## config.mk

```make
export PLATFORM = sky130hd
export DESIGN_NAME = pdfr_packet_framer
export DESIGN_NICKNAME = d
export VERILOG_FILES = /design/src/pdfr_pkg.sv /design/src/pdfr_packet_framer.sv
export SDC_FILE = /design/constraint.sdc
export NUM_CORES = 1
export LEC_CHECK = 0
export BUFFER_PORTS_ARGS = -buffer_cell sky130_fd_sc_hd__buf_4
export CORE_ASPECT_RATIO = 1.4
export CORE_MARGIN = 1
export CORE_UTILIZATION = 40
export CTS_BUF_LIST = sky130_fd_sc_hd__clkbuf_8
export CTS_CLUSTER_SIZE = 20
export DETAILED_ROUTE_END_ITERATION = 10
export GPL_TIMING_DRIVEN = 0
export HOLD_SLACK_MARGIN = 0.08
export PLACE_DENSITY = 0.57
export SYNTH_ARGS = -nofsm -noshare
export SYNTH_HDL_FRONTEND = slang
export SYNTH_HIERARCHICAL = 1
export SYNTH_SLANG_ARGS = --single-unit
```

## constraint.sdc

```tcl
create_clock -name CLOCK -period 8.98 [get_ports CLOCK]
set_clock_uncertainty 0.2 [all_clocks]
set_input_delay 0.898 -clock CLOCK [delete_from_list [all_inputs] [get_ports CLOCK]]
set_output_delay 0.898 -clock CLOCK [all_outputs]
set_load 0.01 [all_outputs]
```

## src/pdfr_pkg.sv

```systemverilog
// pdfr_pkg: constants, types and coding helpers for the packet framer
// ==========================================================
// Functional notes
// send preamble, start set, payload with header, CRC, then end code, in order
// every framed bit, preamble too, goes to the biphase-mark line coder
// preamble is 64 alternating bits, first a zero, last a one
// preamble is sent raw; everything after it is 4b5b coded
// ordinary start set is sync1, sync1, sync1, sync2
// single-prime start set is sync1, sync1, sync3, sync3
// double-prime start set is sync1, sync3, sync1, sync3
// recognise both debug start sets, only report them
// ports take ordinary packets; transmissions without valid start set are dropped
// cable plugs never send nor accept ordinary packets
// single-prime cable plug talks only with single-prime packets
// single-prime capable port accepts ordinary and single-prime, drops others
// upstream port under explicit contract neither sends nor accepts single-prime
// sink without explicit contract neither sends nor accepts single-prime
// double-prime cable plug accepts only double-prime packets
// double-prime port needs single-prime; one frame at a time avoids collisions
// payload nibbles use the 4b5b hex data symbols
// CRC follows the payload directly and is 4b5b coded
// one end code right after CRC; may also cut a packet short
// after end code check residual; deliver good packet, drop bad whole
// 32-bit CRC, polynomial 04C11DB7, preset FFFFFFFF
// CRC covers payload bytes only, bit 0 to bit 7, from byte 0
// sent CRC is inverted remainder; good packet leaves residual C704DD7B
// CRC register bit n goes to field bit 31 minus n
// K-code symbols fixed; reserved symbols are errors
// a start set is valid when at least three of four codes match; the receiver misses a set whose first code is corrupted
// a symbol decoding error drops the packet like a CRC error
// report start-set variant of delivered packets and each discard; the code updates RX_SOP only for delivered packets and debug-set discards
// low nibble symbol before high; each symbol sent LSB first
package pdfr_pkg;

	// ==========================================================
	// timing and sizes
	localparam int CLK_PERIOD_NS = 10;
	localparam int BIT_TIME_NS = 3334;
	localparam int BIT_CYCLES = BIT_TIME_NS / CLK_PERIOD_NS;
	localparam int PRE_BITS = 64;
	localparam int SOP_LEN = 4;
	localparam int SYM_BITS = 5;
	localparam int CRC_NIBS = 8;
	localparam int CRC_BYTES = 4;
	localparam int NSETS = 7;

	// ==========================================================
	// CRC
	localparam logic [31:0] CRC_POLY = 32'h04C11DB7;
	localparam logic [31:0] CRC_PRESET = 32'hFFFFFFFF;
	localparam logic [31:0] CRC_RESIDUAL = 32'hC704DD7B;

	// ==========================================================
	// line symbols
	localparam logic [4:0] K_SYNC1 = 5'h18;
	localparam logic [4:0] K_SYNC2 = 5'h11;
	localparam logic [4:0] K_SYNC3 = 5'h06;
	localparam logic [4:0] K_RST1 = 5'h07;
	localparam logic [4:0] K_RST2 = 5'h19;
	localparam logic [4:0] K_EOP = 5'h0D;
	localparam logic [4:0] DATA_SYM [16] = '{5'h1E, 5'h09, 5'h14, 5'h15, 5'h0A, 5'h0B, 5'h0E, 5'h0F,
		5'h12, 5'h13, 5'h16, 5'h17, 5'h1A, 5'h1B, 5'h1C, 5'h1D};

	typedef enum logic [2:0] {
		PDFR_SOP, PDFR_SOP_P, PDFR_SOP_PP, PDFR_DBG_P, PDFR_DBG_PP, PDFR_HARD_RST, PDFR_CABLE_RST, PDFR_NONE
	} pdfr_sop_e;

	// code k of a set sits at [5k+:5], first code in the low bits
	localparam logic [19:0] SOP_SETS [NSETS] = '{
		{K_SYNC2, K_SYNC1, K_SYNC1, K_SYNC1},
		{K_SYNC3, K_SYNC3, K_SYNC1, K_SYNC1},
		{K_SYNC3, K_SYNC1, K_SYNC3, K_SYNC1},
		{K_SYNC3, K_RST2, K_RST2, K_SYNC1},
		{K_SYNC2, K_SYNC3, K_RST2, K_SYNC1},
		{K_RST2, K_RST1, K_RST1, K_RST1},
		{K_SYNC3, K_RST1, K_SYNC1, K_RST1}};

	typedef struct packed {
		logic is_cable;
		logic cable_dprime;
		logic prime_en;
		logic dprime_en;
		logic is_ufp;
		logic is_sink;
		logic contract_explicit;
	} pdfr_cfg_s;

	// ==========================================================
	// helpers
	function automatic logic [31:0] pdfr_crc_byte(input logic [31:0] c, input logic [7:0] d);
		logic [31:0] r;
		r = c;
		for (int i = 0; i < 8; i++) begin
			r = {r[30:0], 1'b0} ^ ((r[31] ^ d[i]) ? CRC_POLY : 32'h00000000);
		end
		return r;
	endfunction : pdfr_crc_byte

	function automatic logic [31:0] pdfr_crc_field(input logic [31:0] c);
		logic [31:0] f;
		for (int i = 0; i < 32; i++) begin
			f[31-i] = ~c[i];
		end
		return f;
	endfunction : pdfr_crc_field

	function automatic logic [4:0] pdfr_sop_sym(input pdfr_sop_e t, input logic [1:0] k);
		logic [19:0] s;
		s = (t == PDFR_NONE) ? 20'h00000 : SOP_SETS[int'(t)];
		return s[SYM_BITS*int'(k) +: SYM_BITS];
	endfunction : pdfr_sop_sym

	// bit 4 flags a symbol that is not hex data
	function automatic logic [4:0] pdfr_dec(input logic [4:0] s);
		logic [4:0] r;
		r = 5'h10;
		for (int i = 0; i < 16; i++) begin
			if (DATA_SYM[i] == s) begin
				r = {1'b0, 4'(i)};
			end
		end
		return r;
	endfunction : pdfr_dec

	function automatic pdfr_sop_e pdfr_classify(input logic [19:0] got);
		pdfr_sop_e r;
		int hits;
		r = PDFR_NONE;
		for (int t = NSETS - 1; t >= 0; t--) begin
			hits = 0;
			for (int k = 0; k < SOP_LEN; k++) begin
				hits += int'(got[SYM_BITS*k +: SYM_BITS] == SOP_SETS[t][SYM_BITS*k +: SYM_BITS]);
			end
			if (hits >= 3) begin
				r = pdfr_sop_e'(3'(t));
			end
		end
		return r;
	endfunction : pdfr_classify

	// one policy for both directions: what may be sent is what may be taken
	function automatic logic pdfr_accept(input pdfr_cfg_s c, input pdfr_sop_e t);
		logic prime_ok;
		prime_ok = c.prime_en && !(c.is_ufp && c.contract_explicit) && !(c.is_sink && !c.contract_explicit);
		if (c.is_cable) begin
			return t == (c.cable_dprime ? PDFR_SOP_PP : PDFR_SOP_P);
		end
		return t == PDFR_SOP || (t == PDFR_SOP_P && prime_ok) || (t == PDFR_SOP_PP && prime_ok && c.dprime_en);
	endfunction : pdfr_accept

endpackage : pdfr_pkg

```

## src/pdfr_packet_framer.sv

```systemverilog
// pdfr_packet_framer: transmit framer, receive checker and the payload FIFO
// ==========================================================
// payload FIFO
module pdfr_fifo #(
	parameter int WIDTH = 9,
	parameter int DEPTH = 4
) (
	// clock and reset
	input wire logic clk,
	input wire logic rst,
	// fill side
	input wire logic in_valid,
	output logic in_ready,
	input wire logic [WIDTH-1:0] in_data,
	// drain side
	output logic out_valid,
	input wire logic out_ready,
	output logic [WIDTH-1:0] out_data
);
	localparam int AW = $clog2(DEPTH);

	logic [WIDTH-1:0] mem_q [DEPTH];
	logic [AW-1:0] wp_q;
	logic [AW-1:0] rp_q;
	logic [AW:0] cnt_q;
	logic [AW:0] cnt_d;
	logic push;
	logic pop;

	if (DEPTH < 2 || (1 << AW) != DEPTH) begin : g_bad_depth
		$error("fifo depth must be a power of two, at least 2");
	end

	assign push = in_valid && in_ready;
	assign pop = out_valid && out_ready;
	assign cnt_d = cnt_q + (AW+1)'(push) - (AW+1)'(pop);
	assign out_data = mem_q[rp_q];

	always_ff @(posedge clk) begin
		if (rst) begin
			wp_q <= '0;
			rp_q <= '0;
			cnt_q <= '0;
			in_ready <= 1'b1;
			out_valid <= 1'b0;
		end else begin
			wp_q <= wp_q + AW'(push);
			rp_q <= rp_q + AW'(pop);
			cnt_q <= cnt_d;
			in_ready <= cnt_d != (AW+1)'(DEPTH);
			out_valid <= cnt_d != '0;
		end
	end

	always_ff @(posedge clk) begin
		if (push) begin
			mem_q[wp_q] <= in_data;
		end
	end
endmodule : pdfr_fifo

// ==========================================================
// framer top
module pdfr_packet_framer import pdfr_pkg::*; #(
	parameter int BIT_DIV = BIT_CYCLES,
	parameter int FIFO_DEPTH = 4,
	parameter int RX_BYTES = 32
) (
	// clock and reset
	input wire logic CLOCK,
	input wire logic RESET,
	// role and contract state
	input wire pdfr_cfg_s CFG,
	// transmit request
	input wire logic TX_START,
	input wire pdfr_sop_e TX_SOP,
	input wire logic TX_ABORT,
	// transmit payload
	input wire logic [7:0] TX_DATA,
	input wire logic TX_VALID,
	input wire logic TX_LAST,
	output logic TX_READY,
	// transmit status
	output logic TX_DONE,
	output logic TX_REFUSED,
	output logic TX_CUT,
	// toward the line coder
	output logic LINE_TX_EN,
	output logic LINE_TX_STB,
	output logic LINE_TX_BIT,
	// from the line decoder
	input wire logic LINE_RX_ACTIVE,
	input wire logic LINE_RX_STB,
	input wire logic LINE_RX_BIT,
	// delivery to the protocol layer
	output logic RX_VALID,
	output logic [7:0] RX_DATA,
	output logic RX_LAST,
	output pdfr_sop_e RX_SOP,
	output logic RX_DISCARD,
	output logic RX_DEBUG
);
	localparam int DW = $clog2(BIT_DIV);
	localparam int NW = $clog2(RX_BYTES + 1);
	localparam int AW = $clog2(RX_BYTES);

	if (BIT_DIV < 2 || RX_BYTES <= CRC_BYTES) begin : g_bad_param
		$error("bit divider below 2 or receive buffer too small");
	end

	typedef enum {T_IDLE, T_PRE, T_SOP, T_DATA, T_CRC, T_EOP, T_TAIL} pdfr_tx_e;
	typedef enum {R_HUNT, R_SOP, R_DATA, R_DROP, R_OUT} pdfr_rx_e;

	// ==========================================================
	// bit-rate enable
	pdfr_tx_e tx_st_q;
	pdfr_tx_e tx_st_d;
	logic [DW-1:0] div_q;
	logic bit_en;

	assign bit_en = div_q == DW'(BIT_DIV - 1);

	// restarted while idle so the first bit is a full bit time after start
	always_ff @(posedge CLOCK) begin
		if (RESET || bit_en || tx_st_q == T_IDLE) begin
			div_q <= '0;
		end else begin
			div_q <= div_q + 1'b1;
		end
	end

	// ==========================================================
	// payload FIFO
	logic f_valid;
	logic f_pop;
	logic [8:0] f_data;

	pdfr_fifo #(
		.WIDTH(9),
		.DEPTH(FIFO_DEPTH)
	) u_fifo (
		.clk(CLOCK),
		.rst(RESET),
		.in_valid(TX_VALID),
		.in_ready(TX_READY),
		.in_data({TX_LAST, TX_DATA}),
		.out_valid(f_valid),
		.out_ready(f_pop),
		.out_data(f_data)
	);

	// ==========================================================
	// transmit sequencer
	pdfr_sop_e tx_sop_q;
	logic [5:0] pre_q;
	logic [5:0] pre_d;
	logic [4:0] sym_q;
	logic [4:0] sym_d;
	logic [2:0] bit_q;
	logic [2:0] bit_d;
	logic [2:0] idx_q;
	logic [2:0] idx_d;
	logic [2:0] nidx;
	logic hi_q;
	logic hi_d;
	logic [8:0] byte_q;
	logic [8:0] byte_d;
	logic [31:0] crc_q;
	logic [31:0] crc_d;
	logic [31:0] field_w;
	logic abort_q;
	logic tx_ok;
	logic fetch;
	logic sym_end;
	logic lbit_d;
	logic stb_d;
	logic done_d;
	logic cut_d;

	assign tx_ok = pdfr_accept(CFG, TX_SOP);
	assign field_w = pdfr_crc_field(crc_q);
	assign nidx = idx_q + 3'h1;
	assign sym_end = bit_en && bit_q == 3'(SYM_BITS - 1);

	always_comb begin
		tx_st_d = tx_st_q;
		pre_d = pre_q;
		sym_d = sym_q;
		bit_d = bit_q;
		idx_d = idx_q;
		hi_d = hi_q;
		byte_d = byte_q;
		crc_d = crc_q;
		f_pop = 1'b0;
		fetch = 1'b0;
		lbit_d = LINE_TX_BIT;
		stb_d = 1'b0;
		done_d = 1'b0;
		cut_d = 1'b0;
		case (tx_st_q)
			T_IDLE: begin
				// single transmitter: one frame at a time, no overlap of variants
				if (TX_START && tx_ok) begin
					tx_st_d = T_PRE;
					pre_d = '0;
					crc_d = CRC_PRESET;
				end
			end
			T_PRE: begin
				if (bit_en) begin
					stb_d = 1'b1;
					lbit_d = pre_q[0];
					pre_d = pre_q + 6'h01;
					if (pre_q == 6'(PRE_BITS - 1)) begin
						tx_st_d = T_SOP;
						idx_d = '0;
						bit_d = '0;
						sym_d = pdfr_sop_sym(tx_sop_q, 2'h0);
					end
				end
			end
			T_TAIL: begin
				// holds the frame open for the last bit's time
				if (bit_en) begin
					tx_st_d = T_IDLE;
					done_d = 1'b1;
				end
			end
			default: begin
				if (bit_en) begin
					stb_d = 1'b1;
					lbit_d = sym_q[bit_q];
					bit_d = bit_q + 3'h1;
				end
				if (sym_end) begin
					bit_d = '0;
					if (tx_st_q == T_EOP) begin
						tx_st_d = T_TAIL;
					end else if (abort_q) begin
						tx_st_d = T_EOP;
						sym_d = K_EOP;
						cut_d = 1'b1;
					end else begin
						case (tx_st_q)
							T_SOP: begin
								if (idx_q != 3'(SOP_LEN - 1)) begin
									idx_d = nidx;
									sym_d = pdfr_sop_sym(tx_sop_q, nidx[1:0]);
								end else begin
									fetch = 1'b1;
								end
							end
							T_DATA: begin
								if (hi_q) begin
									sym_d = DATA_SYM[byte_q[7:4]];
									hi_d = 1'b0;
								end else if (byte_q[8]) begin
									tx_st_d = T_CRC;
									idx_d = '0;
									sym_d = DATA_SYM[field_w[3:0]];
								end else begin
									fetch = 1'b1;
								end
							end
							default: begin
								if (idx_q == 3'(CRC_NIBS - 1)) begin
									tx_st_d = T_EOP;
									sym_d = K_EOP;
								end else begin
									idx_d = nidx;
									sym_d = DATA_SYM[field_w[{nidx, 2'b00} +: 4]];
								end
							end
						endcase
					end
				end
				if (fetch) begin
					if (f_valid) begin
						f_pop = 1'b1;
						byte_d = f_data;
						crc_d = pdfr_crc_byte(crc_q, f_data[7:0]);
						sym_d = DATA_SYM[f_data[3:0]];
						hi_d = 1'b1;
						tx_st_d = T_DATA;
					end else begin
						// payload ran dry: cut the frame short
						tx_st_d = T_EOP;
						sym_d = K_EOP;
						cut_d = 1'b1;
					end
				end
			end
		endcase
	end

	always_ff @(posedge CLOCK) begin
		if (RESET) begin
			tx_st_q <= T_IDLE;
			tx_sop_q <= PDFR_SOP;
			pre_q <= '0;
			sym_q <= '0;
			bit_q <= '0;
			idx_q <= '0;
			hi_q <= 1'b0;
			byte_q <= '0;
			crc_q <= CRC_PRESET;
			abort_q <= 1'b0;
		end else begin
			tx_st_q <= tx_st_d;
			tx_sop_q <= (tx_st_q == T_IDLE) ? TX_SOP : tx_sop_q;
			pre_q <= pre_d;
			sym_q <= sym_d;
			bit_q <= bit_d;
			idx_q <= idx_d;
			hi_q <= hi_d;
			byte_q <= byte_d;
			crc_q <= crc_d;
			abort_q <= tx_st_d != T_IDLE && (abort_q || TX_ABORT);
		end
	end

	always_ff @(posedge CLOCK) begin
		if (RESET) begin
			LINE_TX_EN <= 1'b0;
			LINE_TX_STB <= 1'b0;
			LINE_TX_BIT <= 1'b0;
			TX_DONE <= 1'b0;
			TX_REFUSED <= 1'b0;
			TX_CUT <= 1'b0;
		end else begin
			LINE_TX_EN <= tx_st_d != T_IDLE;
			LINE_TX_STB <= stb_d;
			LINE_TX_BIT <= lbit_d;
			TX_DONE <= done_d;
			TX_REFUSED <= TX_START && (tx_st_q != T_IDLE || !tx_ok);
			TX_CUT <= cut_d;
		end
	end

	// ==========================================================
	// receive path
	pdfr_rx_e rx_st_q;
	pdfr_rx_e rx_st_d;
	logic [4:0] sh_q;
	logic [4:0] sh_d;
	logic [2:0] rbit_q;
	logic [2:0] rbit_d;
	logic [1:0] kidx_q;
	logic [1:0] kidx_d;
	logic [19:0] codes_q;
	logic [19:0] codes_d;
	logic [19:0] codes_n;
	logic [31:0] rcrc_q;
	logic [31:0] rcrc_d;
	logic [NW-1:0] nb_q;
	logic [NW-1:0] nb_d;
	logic [NW-1:0] olen_q;
	logic [NW-1:0] olen_d;
	logic [NW-1:0] oidx_q;
	logic [NW-1:0] oidx_d;
	logic [3:0] lo_q;
	logic [3:0] lo_d;
	logic rhi_q;
	logic rhi_d;
	logic rerr_q;
	logic rerr_d;
	pdfr_sop_e rsop_q;
	pdfr_sop_e rsop_d;
	pdfr_sop_e cls;
	logic [4:0] dec;
	logic [7:0] byte_n;
	logic [7:0] mem_q [RX_BYTES];
	logic wr;
	logic good;
	logic rsym_end;
	logic rvalid_d;
	logic rlast_d;
	logic disc_d;
	logic dbg_d;

	assign sh_d = {LINE_RX_BIT, sh_q[4:1]};
	assign codes_n = {sh_d, codes_q[19:5]};
	assign cls = pdfr_classify(codes_n);
	assign dec = pdfr_dec(sh_d);
	assign byte_n = {dec[3:0], lo_q};
	assign rsym_end = LINE_RX_STB && rbit_q == 3'(SYM_BITS - 1);
	assign good = !rerr_q && !rhi_q && nb_q > NW'(CRC_BYTES) && rcrc_q == CRC_RESIDUAL;

	// hunting aligns on the first sync1 or reset1: a corrupted first code is missed
	always_comb begin
		rx_st_d = rx_st_q;
		rbit_d = rbit_q;
		kidx_d = kidx_q;
		codes_d = codes_q;
		rcrc_d = rcrc_q;
		nb_d = nb_q;
		olen_d = olen_q;
		oidx_d = oidx_q;
		lo_d = lo_q;
		rhi_d = rhi_q;
		rerr_d = rerr_q;
		rsop_d = rsop_q;
		wr = 1'b0;
		rvalid_d = 1'b0;
		rlast_d = 1'b0;
		disc_d = 1'b0;
		dbg_d = 1'b0;
		case (rx_st_q)
			R_HUNT: begin
				if (LINE_RX_ACTIVE && LINE_RX_STB && (sh_d == K_SYNC1 || sh_d == K_RST1)) begin
					rx_st_d = R_SOP;
					rbit_d = '0;
					kidx_d = 2'h1;
					codes_d = codes_n;
				end
			end
			R_SOP, R_DATA: begin
				if (!LINE_RX_ACTIVE) begin
					rx_st_d = R_HUNT;
					disc_d = 1'b1;
				end else if (LINE_RX_STB) begin
					rbit_d = rsym_end ? 3'h0 : rbit_q + 3'h1;
					if (rsym_end && rx_st_q == R_SOP) begin
						codes_d = codes_n;
						kidx_d = kidx_q + 2'h1;
						if (kidx_q == 2'(SOP_LEN - 1)) begin
							rsop_d = cls;
							if (pdfr_accept(CFG, cls)) begin
								rx_st_d = R_DATA;
								rcrc_d = CRC_PRESET;
								nb_d = '0;
								rhi_d = 1'b0;
								rerr_d = 1'b0;
							end else begin
								rx_st_d = R_DROP;
								disc_d = 1'b1;
								dbg_d = cls == PDFR_DBG_P || cls == PDFR_DBG_PP;
							end
						end
					end else if (rsym_end) begin
						if (sh_d == K_EOP) begin
							if (good) begin
								rx_st_d = R_OUT;
								olen_d = nb_q - NW'(CRC_BYTES);
								oidx_d = '0;
							end else begin
								rx_st_d = R_HUNT;
								disc_d = 1'b1;
							end
						end else if (dec[4]) begin
							rerr_d = 1'b1;
						end else if (!rhi_q) begin
							lo_d = dec[3:0];
							rhi_d = 1'b1;
						end else begin
							rhi_d = 1'b0;
							if (nb_q < NW'(RX_BYTES)) begin
								wr = 1'b1;
								nb_d = nb_q + 1'b1;
								rcrc_d = pdfr_crc_byte(rcrc_q, byte_n);
							end else begin
								rerr_d = 1'b1;
							end
						end
					end
				end
			end
			R_DROP: begin
				if (!LINE_RX_ACTIVE) begin
					rx_st_d = R_HUNT;
				end
			end
			default: begin
				rvalid_d = 1'b1;
				rlast_d = oidx_q == olen_q - 1'b1;
				oidx_d = oidx_q + 1'b1;
				if (rlast_d) begin
					rx_st_d = R_HUNT;
				end
			end
		endcase
	end

	always_ff @(posedge CLOCK) begin
		if (RESET) begin
			rx_st_q <= R_HUNT;
			sh_q <= '0;
			rbit_q <= '0;
			kidx_q <= '0;
			codes_q <= '0;
			rcrc_q <= CRC_PRESET;
			nb_q <= '0;
			olen_q <= '0;
			oidx_q <= '0;
			lo_q <= '0;
			rhi_q <= 1'b0;
			rerr_q <= 1'b0;
			rsop_q <= PDFR_NONE;
		end else begin
			rx_st_q <= rx_st_d;
			sh_q <= LINE_RX_STB ? sh_d : sh_q;
			rbit_q <= rbit_d;
			kidx_q <= kidx_d;
			codes_q <= codes_d;
			rcrc_q <= rcrc_d;
			nb_q <= nb_d;
			olen_q <= olen_d;
			oidx_q <= oidx_d;
			lo_q <= lo_d;
			rhi_q <= rhi_d;
			rerr_q <= rerr_d;
			rsop_q <= rsop_d;
		end
	end

	always_ff @(posedge CLOCK) begin
		if (wr) begin
			mem_q[nb_q[AW-1:0]] <= byte_n;
		end
	end

	always_ff @(posedge CLOCK) begin
		if (RESET) begin
			RX_VALID <= 1'b0;
			RX_DATA <= 8'h00;
			RX_LAST <= 1'b0;
			RX_SOP <= PDFR_NONE;
			RX_DISCARD <= 1'b0;
			RX_DEBUG <= 1'b0;
		end else begin
			RX_VALID <= rvalid_d;
			RX_DATA <= rvalid_d ? mem_q[oidx_q[AW-1:0]] : RX_DATA;
			RX_LAST <= rlast_d;
			RX_SOP <= (rvalid_d || dbg_d) ? rsop_d : RX_SOP;
			RX_DISCARD <= disc_d;
			RX_DEBUG <= dbg_d;
		end
	end
endmodule : pdfr_packet_framer

```

---- After elaboration in Yosys (flattened, before gate mapping) ----
Memories as Yosys holds them, arrays and structs flattened. A register that Yosys moved wholly into a read port is not among the register bits.
Index checks and enable logic that the tools add are counted.
word-level totals
  output and inout bits ................... 22
  register bits ........................... 247
  memories ................................ 7
  word-level logic and storage cells ...... 594
  ROM bits ................................ 480
  bits in writable memories ............... 292
memory list
  memory           depth  width  rd ports  clocked after Yosys merged registers in  wr ports  RTL line                   RTL
  mem_q            32     8      1         1                                        1         pdfr_packet_framer.sv:372  logic [7:0] mem_q [RX_BYTES];
  (no name shown)  8      20     1         0                                        0         pdfr_pkg.sv:109            s = (t == PDFR_NONE) ? 20'h00000 : SOP_SETS[int'(t)];
  (no name shown)  16     5      1         0                                        0         pdfr_packet_framer.sv:282  sym_d = DATA_SYM[f_data[3:0]];
  (no name shown)  16     5      1         0                                        0         pdfr_packet_framer.sv:271  sym_d = DATA_SYM[field_w[{nidx, 2'b00} +: 4]];
  (no name shown)  16     5      1         0                                        0         pdfr_packet_framer.sv:260  sym_d = DATA_SYM[field_w[3:0]];
  (no name shown)  16     5      1         0                                        0         pdfr_packet_framer.sv:255  sym_d = DATA_SYM[byte_q[7:4]];
  +1 memories      --     --     --        --                                       --        --
cells by class
  magnitude comparators ................... 15
  multiply operators ...................... 1
  reductions and logical operators ........ 88
  shift-type cells ........................ 2
  equality and inequality tests ........... 90
  bitwise operators ....................... 79
  $add $sub $neg .......................... 33
  muxes and demuxes ....................... 239
operators with widths
  kind                    number
  $mux W32                31
  $xor A32 B27 Y32        16
  $mux W27                16
  $pmux W32 S3            2
  $mux W5                 35
  $eq A32 B2 Y1 const B   5
  $mux W20                7
  $add A32 B2 Y32         4
  $pmux W32 S2            2
  $logic_not A32 Y1       3
  $mux W6                 16
  $mux W3                 28
  $mux W1                 83
  $eq A32 B1 Y1 const B   2
  $ge A32 B3 Y1 const B   2
  $reduce_bool A32 Y1     2
  $eq A5 B5 Y1 const A    11
  $not A1 Y1              42
  $eq A5 B5 Y1 const B    8
  $pmux W20 S2            1
  $eq A5 B3 Y1 const B    7
  $eq A32 B3 Y1 const B   1
  $eq A32 B32 Y1 const B  1
  $eq A32 B4 Y1 const B   1
  other kinds (70)        221

---- Longest topological paths before layout ----
  depth after elaboration ................. 35
  mapped depth ............................ 17
  mapped depth without buffers ............ 15

---- By module ----
Netlist, hierarchy kept.
modules (own cells, without submodules)
  module              sequential area each (sq um)  instances  area each (sq um)  cells an instance
  pdfr_packet_framer  11831.3                       1          21763.4            1778
  pdfr_fifo           1261.2                        1          1685.4             85

---- Worst setup path before layout ----
No wires, ideal clock.
  path type ............................... input to register
  start ................................... in LINE_RX_BIT
  end ..................................... reg rcrc_q[18]
  path slack .............................. 4557 ps
  cell stages on the path ................. 15
  arrival time ............................ 4104 ps
  data required time ...................... 8660 ps
  setup time .............................. 120 ps
  cells stage by stage .................... buf_4 -> nor2_1 -> nand3_1 -> or2_2 -> inv_1 -> fa_1 -> ha_1 -> ha_1 -> a21oi_1 -> o311ai_0 -> nand3_1 -> nor4_4 -> nor2_2 -> buf_2 -> a211o_1
on the way
  cells in the longest elaborated chain, start to end .. 27
  elaborated cells on any way between the ends .. 88
  classes of those cells .................. add/sub (7); order compare (7); eq/ne (26); mux (37); bitwise (4); reduce/logical (7)
ends and longest elaborated chain
  element                                                                   RTL line                   RTL
  start, declared                                                           pdfr_packet_framer.sv:94   input wire logic LINE_RX_BIT,
  parallel branches: the longest is 27 deep, another holds $add A32 B2 Y32  --
  end signal, assigned                                                      pdfr_packet_framer.sv:505  rcrc_q <= rcrc_d;
  end, declared                                                             pdfr_packet_framer.sv:353  logic [31:0] rcrc_q;
Several ways; the timed one is not identified. The select of a mux whose other input is x is not followed.
A chain may end at the register's enable or synchronous reset.

---- Worst setup path after layout ----
  start ................................... reg codes_q[5]
  end ..................................... reg rcrc_q[15]
on the way
  cells in the longest elaborated chain, start to end .. 24
  elaborated cells on any way between the ends .. 53
  classes of those cells .................. add/sub (19); order compare (7); eq/ne (6); mux (14); reduce/logical (7)
ends and longest elaborated chain
  element                                                                   RTL line                   RTL
  start, declared                                                           pdfr_packet_framer.sv:350  logic [19:0] codes_q;
  start signal, assigned                                                    pdfr_packet_framer.sv:504  codes_q <= codes_d;
  parallel branches: the longest is 11 deep, another holds $add A32 B2 Y32  --
  $mux W3 (*)                                                               pdfr_pkg.sv:134            if (hits >= 3) begin
  $eq A3 B1 Y1 or $eq A3 B2 Y1 (tied branches)                              pdfr_pkg.sv:148            return t == PDFR_SOP || (t == PDFR_SOP_P && prime_ok) || (t == PDFR_SOP_PP && prime_ok && c.dprime_en);
  $logic_and A1 B1 Y1                                                       pdfr_pkg.sv:148
  $logic_or A1 B1 Y1 or $logic_and A1 B1 Y1 (tied branches)                 pdfr_pkg.sv:148
  $logic_or A1 B1 Y1                                                        pdfr_pkg.sv:148
  $mux W1 (*)                                                               pdfr_pkg.sv:148
  $mux W1 (*)                                                               pdfr_packet_framer.sv:426  if (kidx_q == 2'(SOP_LEN - 1)) begin
  $mux W1 (*)                                                               pdfr_packet_framer.sv:423  if (rsym_end && rx_st_q == R_SOP) begin
  $mux W1 (*)                                                               pdfr_packet_framer.sv:421  end else if (LINE_RX_STB) begin
  $mux W1 (*)                                                               pdfr_packet_framer.sv:418  if (!LINE_RX_ACTIVE) begin
  $mux W1 (*)                                                               pdfr_packet_framer.sv:408  case (rx_st_q)
  $ne A2 B1 Y1 (no line) (*)                                                --
  $reduce_and A10 Y1 (no line) (*)                                          --
Mark *: on every way between the ends. The select of a mux whose other input is x is not followed.

==> summary.md <==
| Metric | Value |
|---|---|
| # clock sinks | `508` |
| Synth Area in Adders | `0.0250` |
| Final Non-Filler Cells | `~2800` |
| Final period util | `0.542` |
| CP Data Required Time | `a little over 9000 ps` |
| H-Tree Depth | `3` |
| Final-report max-slew violation count | `0` |
| Logic pwr share | `0.104` |
| Largest family of logic cells by synthesized area | `simple AND/OR/NAND/NOR gates` |
| Net switching share of the total power | `0.252` |
| Synth Area in Compound Gates | `0.0798` |
| Final min period | `roughly 5000 ps` |
| HP Class | `in2reg` |
| Slew HR | `0.121` |
| Max-cap viol count | `0` |
| Input/output buffers | `between 40 and 50` |
| Final core utilization | `0.461` |
| Crit-path max cell delay | `between 700 and 800 ps` |
| Cell internal pwr | `slightly below 4 mW` |
| Crit-path cells | `nor4_1 > ha_1 > fa_1 > ha_1 > a21o_1 > or3_1 > a211oi_2 > nor4_4 > nor2_1 > clkbuf_1 > o211ai_1` |
| Crit. End Element | `flip-flop` |
| DP Wirelength | `approximately 42000 microns` |
| Vias | `15400` |
| Total CTS buffers | `84` |
| Syn Area/Cell | `12.6 sq um` |
| Setup tns final | `0 ps` |
| Root buffer cell | `clkbuf_8` |
| Initial antenna violation count | `1` |
| Antenna Nets Post-Route | `0` |
| Number of remaining DRC errors | `9` |
| CP bufs+invs | `1` |
| Fraction of layout cells with a size suffix above 1 | `0.171` |
| Finished Cell Area | `approximately 0.027 sq mm` |
| Fin Hold WS | `roughly 210 ps` |
| FP Rows | `104` |
| EDFF count, synth | `around 300` |
| Finish-stage setup viols | `0` |
| Die area | `~0.060 sq mm` |
| Syn Inst Count | `~1900` |
| RSZ-0062 raised after global routing | `false` |
| Simple-gate share of the synthesized area | `0.123` |
| Pwr dens | `~200 mW/mm^2` |
| Primary FF master, synth | `edfxtp_1` |
| Clk slew on worst S/H paths | `60 ps` |
| CTS tree | `built` |
| DR WL/cell | `21.1 microns` |
| Vias per std cell | `between 5 and 6` |
| Setup Fix Bufs, Post-CTS | `0` |
| F_max | `~0.21 GHz` |
| Cts hold-fix bufs | `0` |
| Initial Util | `0.406` |
| Sequential power share | `0.480` |
| Final hold violation count | `0` |
| Count of state elements after synthesis | `just over 500` |
| Pwr Total | `5.23 mW` |
| Startpoint types | `flip-flop` |
| Yosys cell types | `100` |
| Final WL | `between 50000 and 60000 microns` |
| Mux share of post-synthesis cell area | `0.115` |
| Mapped Area | `0.0234 sq mm` |
| Pre-CTS WS | `3710 ps` |
| Post-synthesis xor/xnor area fraction | `0.0720` |
| Most used cell, CP | `ha_1` |
| Critical path fanouts, max | `10` |
| Most frequent cells in the layout | `292 x edfxtp_1, 215 x dfxtp_1, 195 x nor2_1` |
| Switch Pwr | `roughly 1.3 mW` |
| Worst vdd ir | `between 0.1 and 0.15 mV` |
| IO Pins | `between 40 and 50` |
| CP Class | `reg2reg` |
| Failing checks | `design-rule violations` |
| Die H | `288 microns` |
| Vias in the first global route | `15900` |
| Worst-Skew Late Latency | `around 690 ps` |
| Run status | `complete, but fails checks` |
| First-pass DRT Iterations | `8` |
| DP Area | `~0.025 sq mm` |
| Layout fillers | `between 5000 and 6000` |
| Worst slew pin tran | `1320 ps` |
| Ys async rst share | `0` |
| Slowest stage cell, crit path | `nor4_1` |
| Top cell family by delay on the critical path | `simple AND/OR/NAND/NOR gates` |
| Data arrival, critical path | `roughly 5200 ps` |
| Area growth syn-to-layout | `13.5%` |
| Power share of the clock group | `0.416` |
| Placed cell count | `roughly 2700` |
| Layout Nets | `between 2000 and 2500` |
| Max Root-Sink Buffers | `3` |
| Leakage power | `9.29 nW` |
| Gr usage total | `0.202` |
| Total gr overflow | `0` |
| Post-cts sizing count | `0` |
| Setup ws final | `4110 ps` |
| Most common cell after layout, fill and taps aside | `edfxtp_1` |
| Final GP Congestion | `between 0.8 and 0.9` |
| Mapped Nets | `a little under 2000` |
| Core Area | `0.0578 sq mm` |
| YS warnings | `6` |
| Largest net degree at the start of global routing | `37` |
| Flop2flop setup slack | `approximately 4100 ps` |
| 1st-iter DRT viols | `~870` |
| Sequential-to-total area share from yosys stat | `0.558` |
| Chip Width | `207 microns` |
| First-pass GRT wire length | `slightly above 90000 microns` |
final cells by class:
cell class              count  area [sq um]  area share
flip-flops and latches    508         13100       0.492
multi-input cells        1205          9750       0.366
clock buffers              91          1250      0.0471
well taps                 742           928      0.0349
clock inverters            66           546      0.0205
plain buffers             101           449      0.0169
repair buffers             50           415      0.0156
inverters                  49           184     0.00691
diodes                      1          2.50   0.0000940
layer usage:
metal  track usage  up-vias  wire length [microns]
met5             0        -                      0
met3        0.0393      156                   3100
met4        0.0960        0                   2550
met1         0.230     7540                  23100
met2         0.362      460                  30500
li1              -     7210                      -
registers in the layout, indices dropped and copies added (netlist names), 8 cells and up:
name and flops:
crc_q 32, mem_q 256, RX_DATA 8, div_q 9, codes_q 15, rcrc_q 32
tx_st_q 32, u_fifo/mem_q 36
power groups by stage:
stage / Sequential, mW / Clock, mW / Combinational, mW
detailed placement: 2.56 / 0 / 0.542
global route: 2.51 / 2.33 / 0.592
finish: 2.51 / 2.17 / 0.541
global placement: 2.56 / 0 / 0.538
floorplan: 2.55 / 0 / 0.386
CTS: 2.51 / 2.23 / 0.546
worst paths after layout:
path                    from                  to  depth (start not counted)
hold / removal    TX_DATA[7]  u_fifo/mem_q[2][7]                          1
setup reg to reg  codes_q[5]          rcrc_q[15]                         11
setup / recovery  codes_q[5]          rcrc_q[15]                         11
hold reg to reg   tx_st_q[9]          tx_st_q[9]                          1
synth_stat cells (8+ instances only):
| cell type | count | area share |
|---|---|---|
| edfxtp_1 | 292 | 0.37 |
| dfxtp_1 | 216 | 0.18 |
| nor2_1 | 195 | 0.031 |
| xnor2_1 | 104 | 0.039 |
| mux4_2 | 96 | 0.092 |
| nand2_1 | 88 | 0.014 |
| o21ai_0 | 72 | 0.015 |
| a21oi_1 | 58 | 0.012 |
| xor2_1 | 57 | 0.021 |
| clkbuf_1 | 56 | 0.0090 |
| nor3_1 | 54 | 0.012 |
| inv_1 | 49 | 0.0078 |
| mux2i_1 | 46 | 0.020 |
| nand3_1 | 41 | 0.0088 |
| and2_1 | 36 | 0.0096 |
| ha_1 | 34 | 0.018 |
| buf_2 | 27 | 0.0058 |
| o211ai_1 | 23 | 0.0074 |
| a211oi_1 | 20 | 0.0064 |
| nor4_1 | 20 | 0.0053 |
| nand2b_1 | 12 | 0.0032 |
| nor2b_1 | 12 | 0.0032 |
| or3_1 | 12 | 0.0032 |
| and3_1 | 11 | 0.0029 |
| nand4_1 | 11 | 0.0029 |
| buf_1 | 9 | 0.0014 |
| nor3b_1 | 9 | 0.0029 |
| or2_2 | 9 | 0.0024 |
| a21o_1 | 8 | 0.0026 |
| fa_1 | 8 | 0.0068 |
kinds of logic after synthesis:
kind of cell / after synthesis
XOR/XNOR: 174
flip-flops: 508
AO/OA/AOI/OAI: 279
multiplexers: 148
adder cells (fa/ha/maj): 42
buffers and inverters: 150
AND/OR/NAND/NOR: 562
Note: power is estimated with default switching activity, not from simulation.
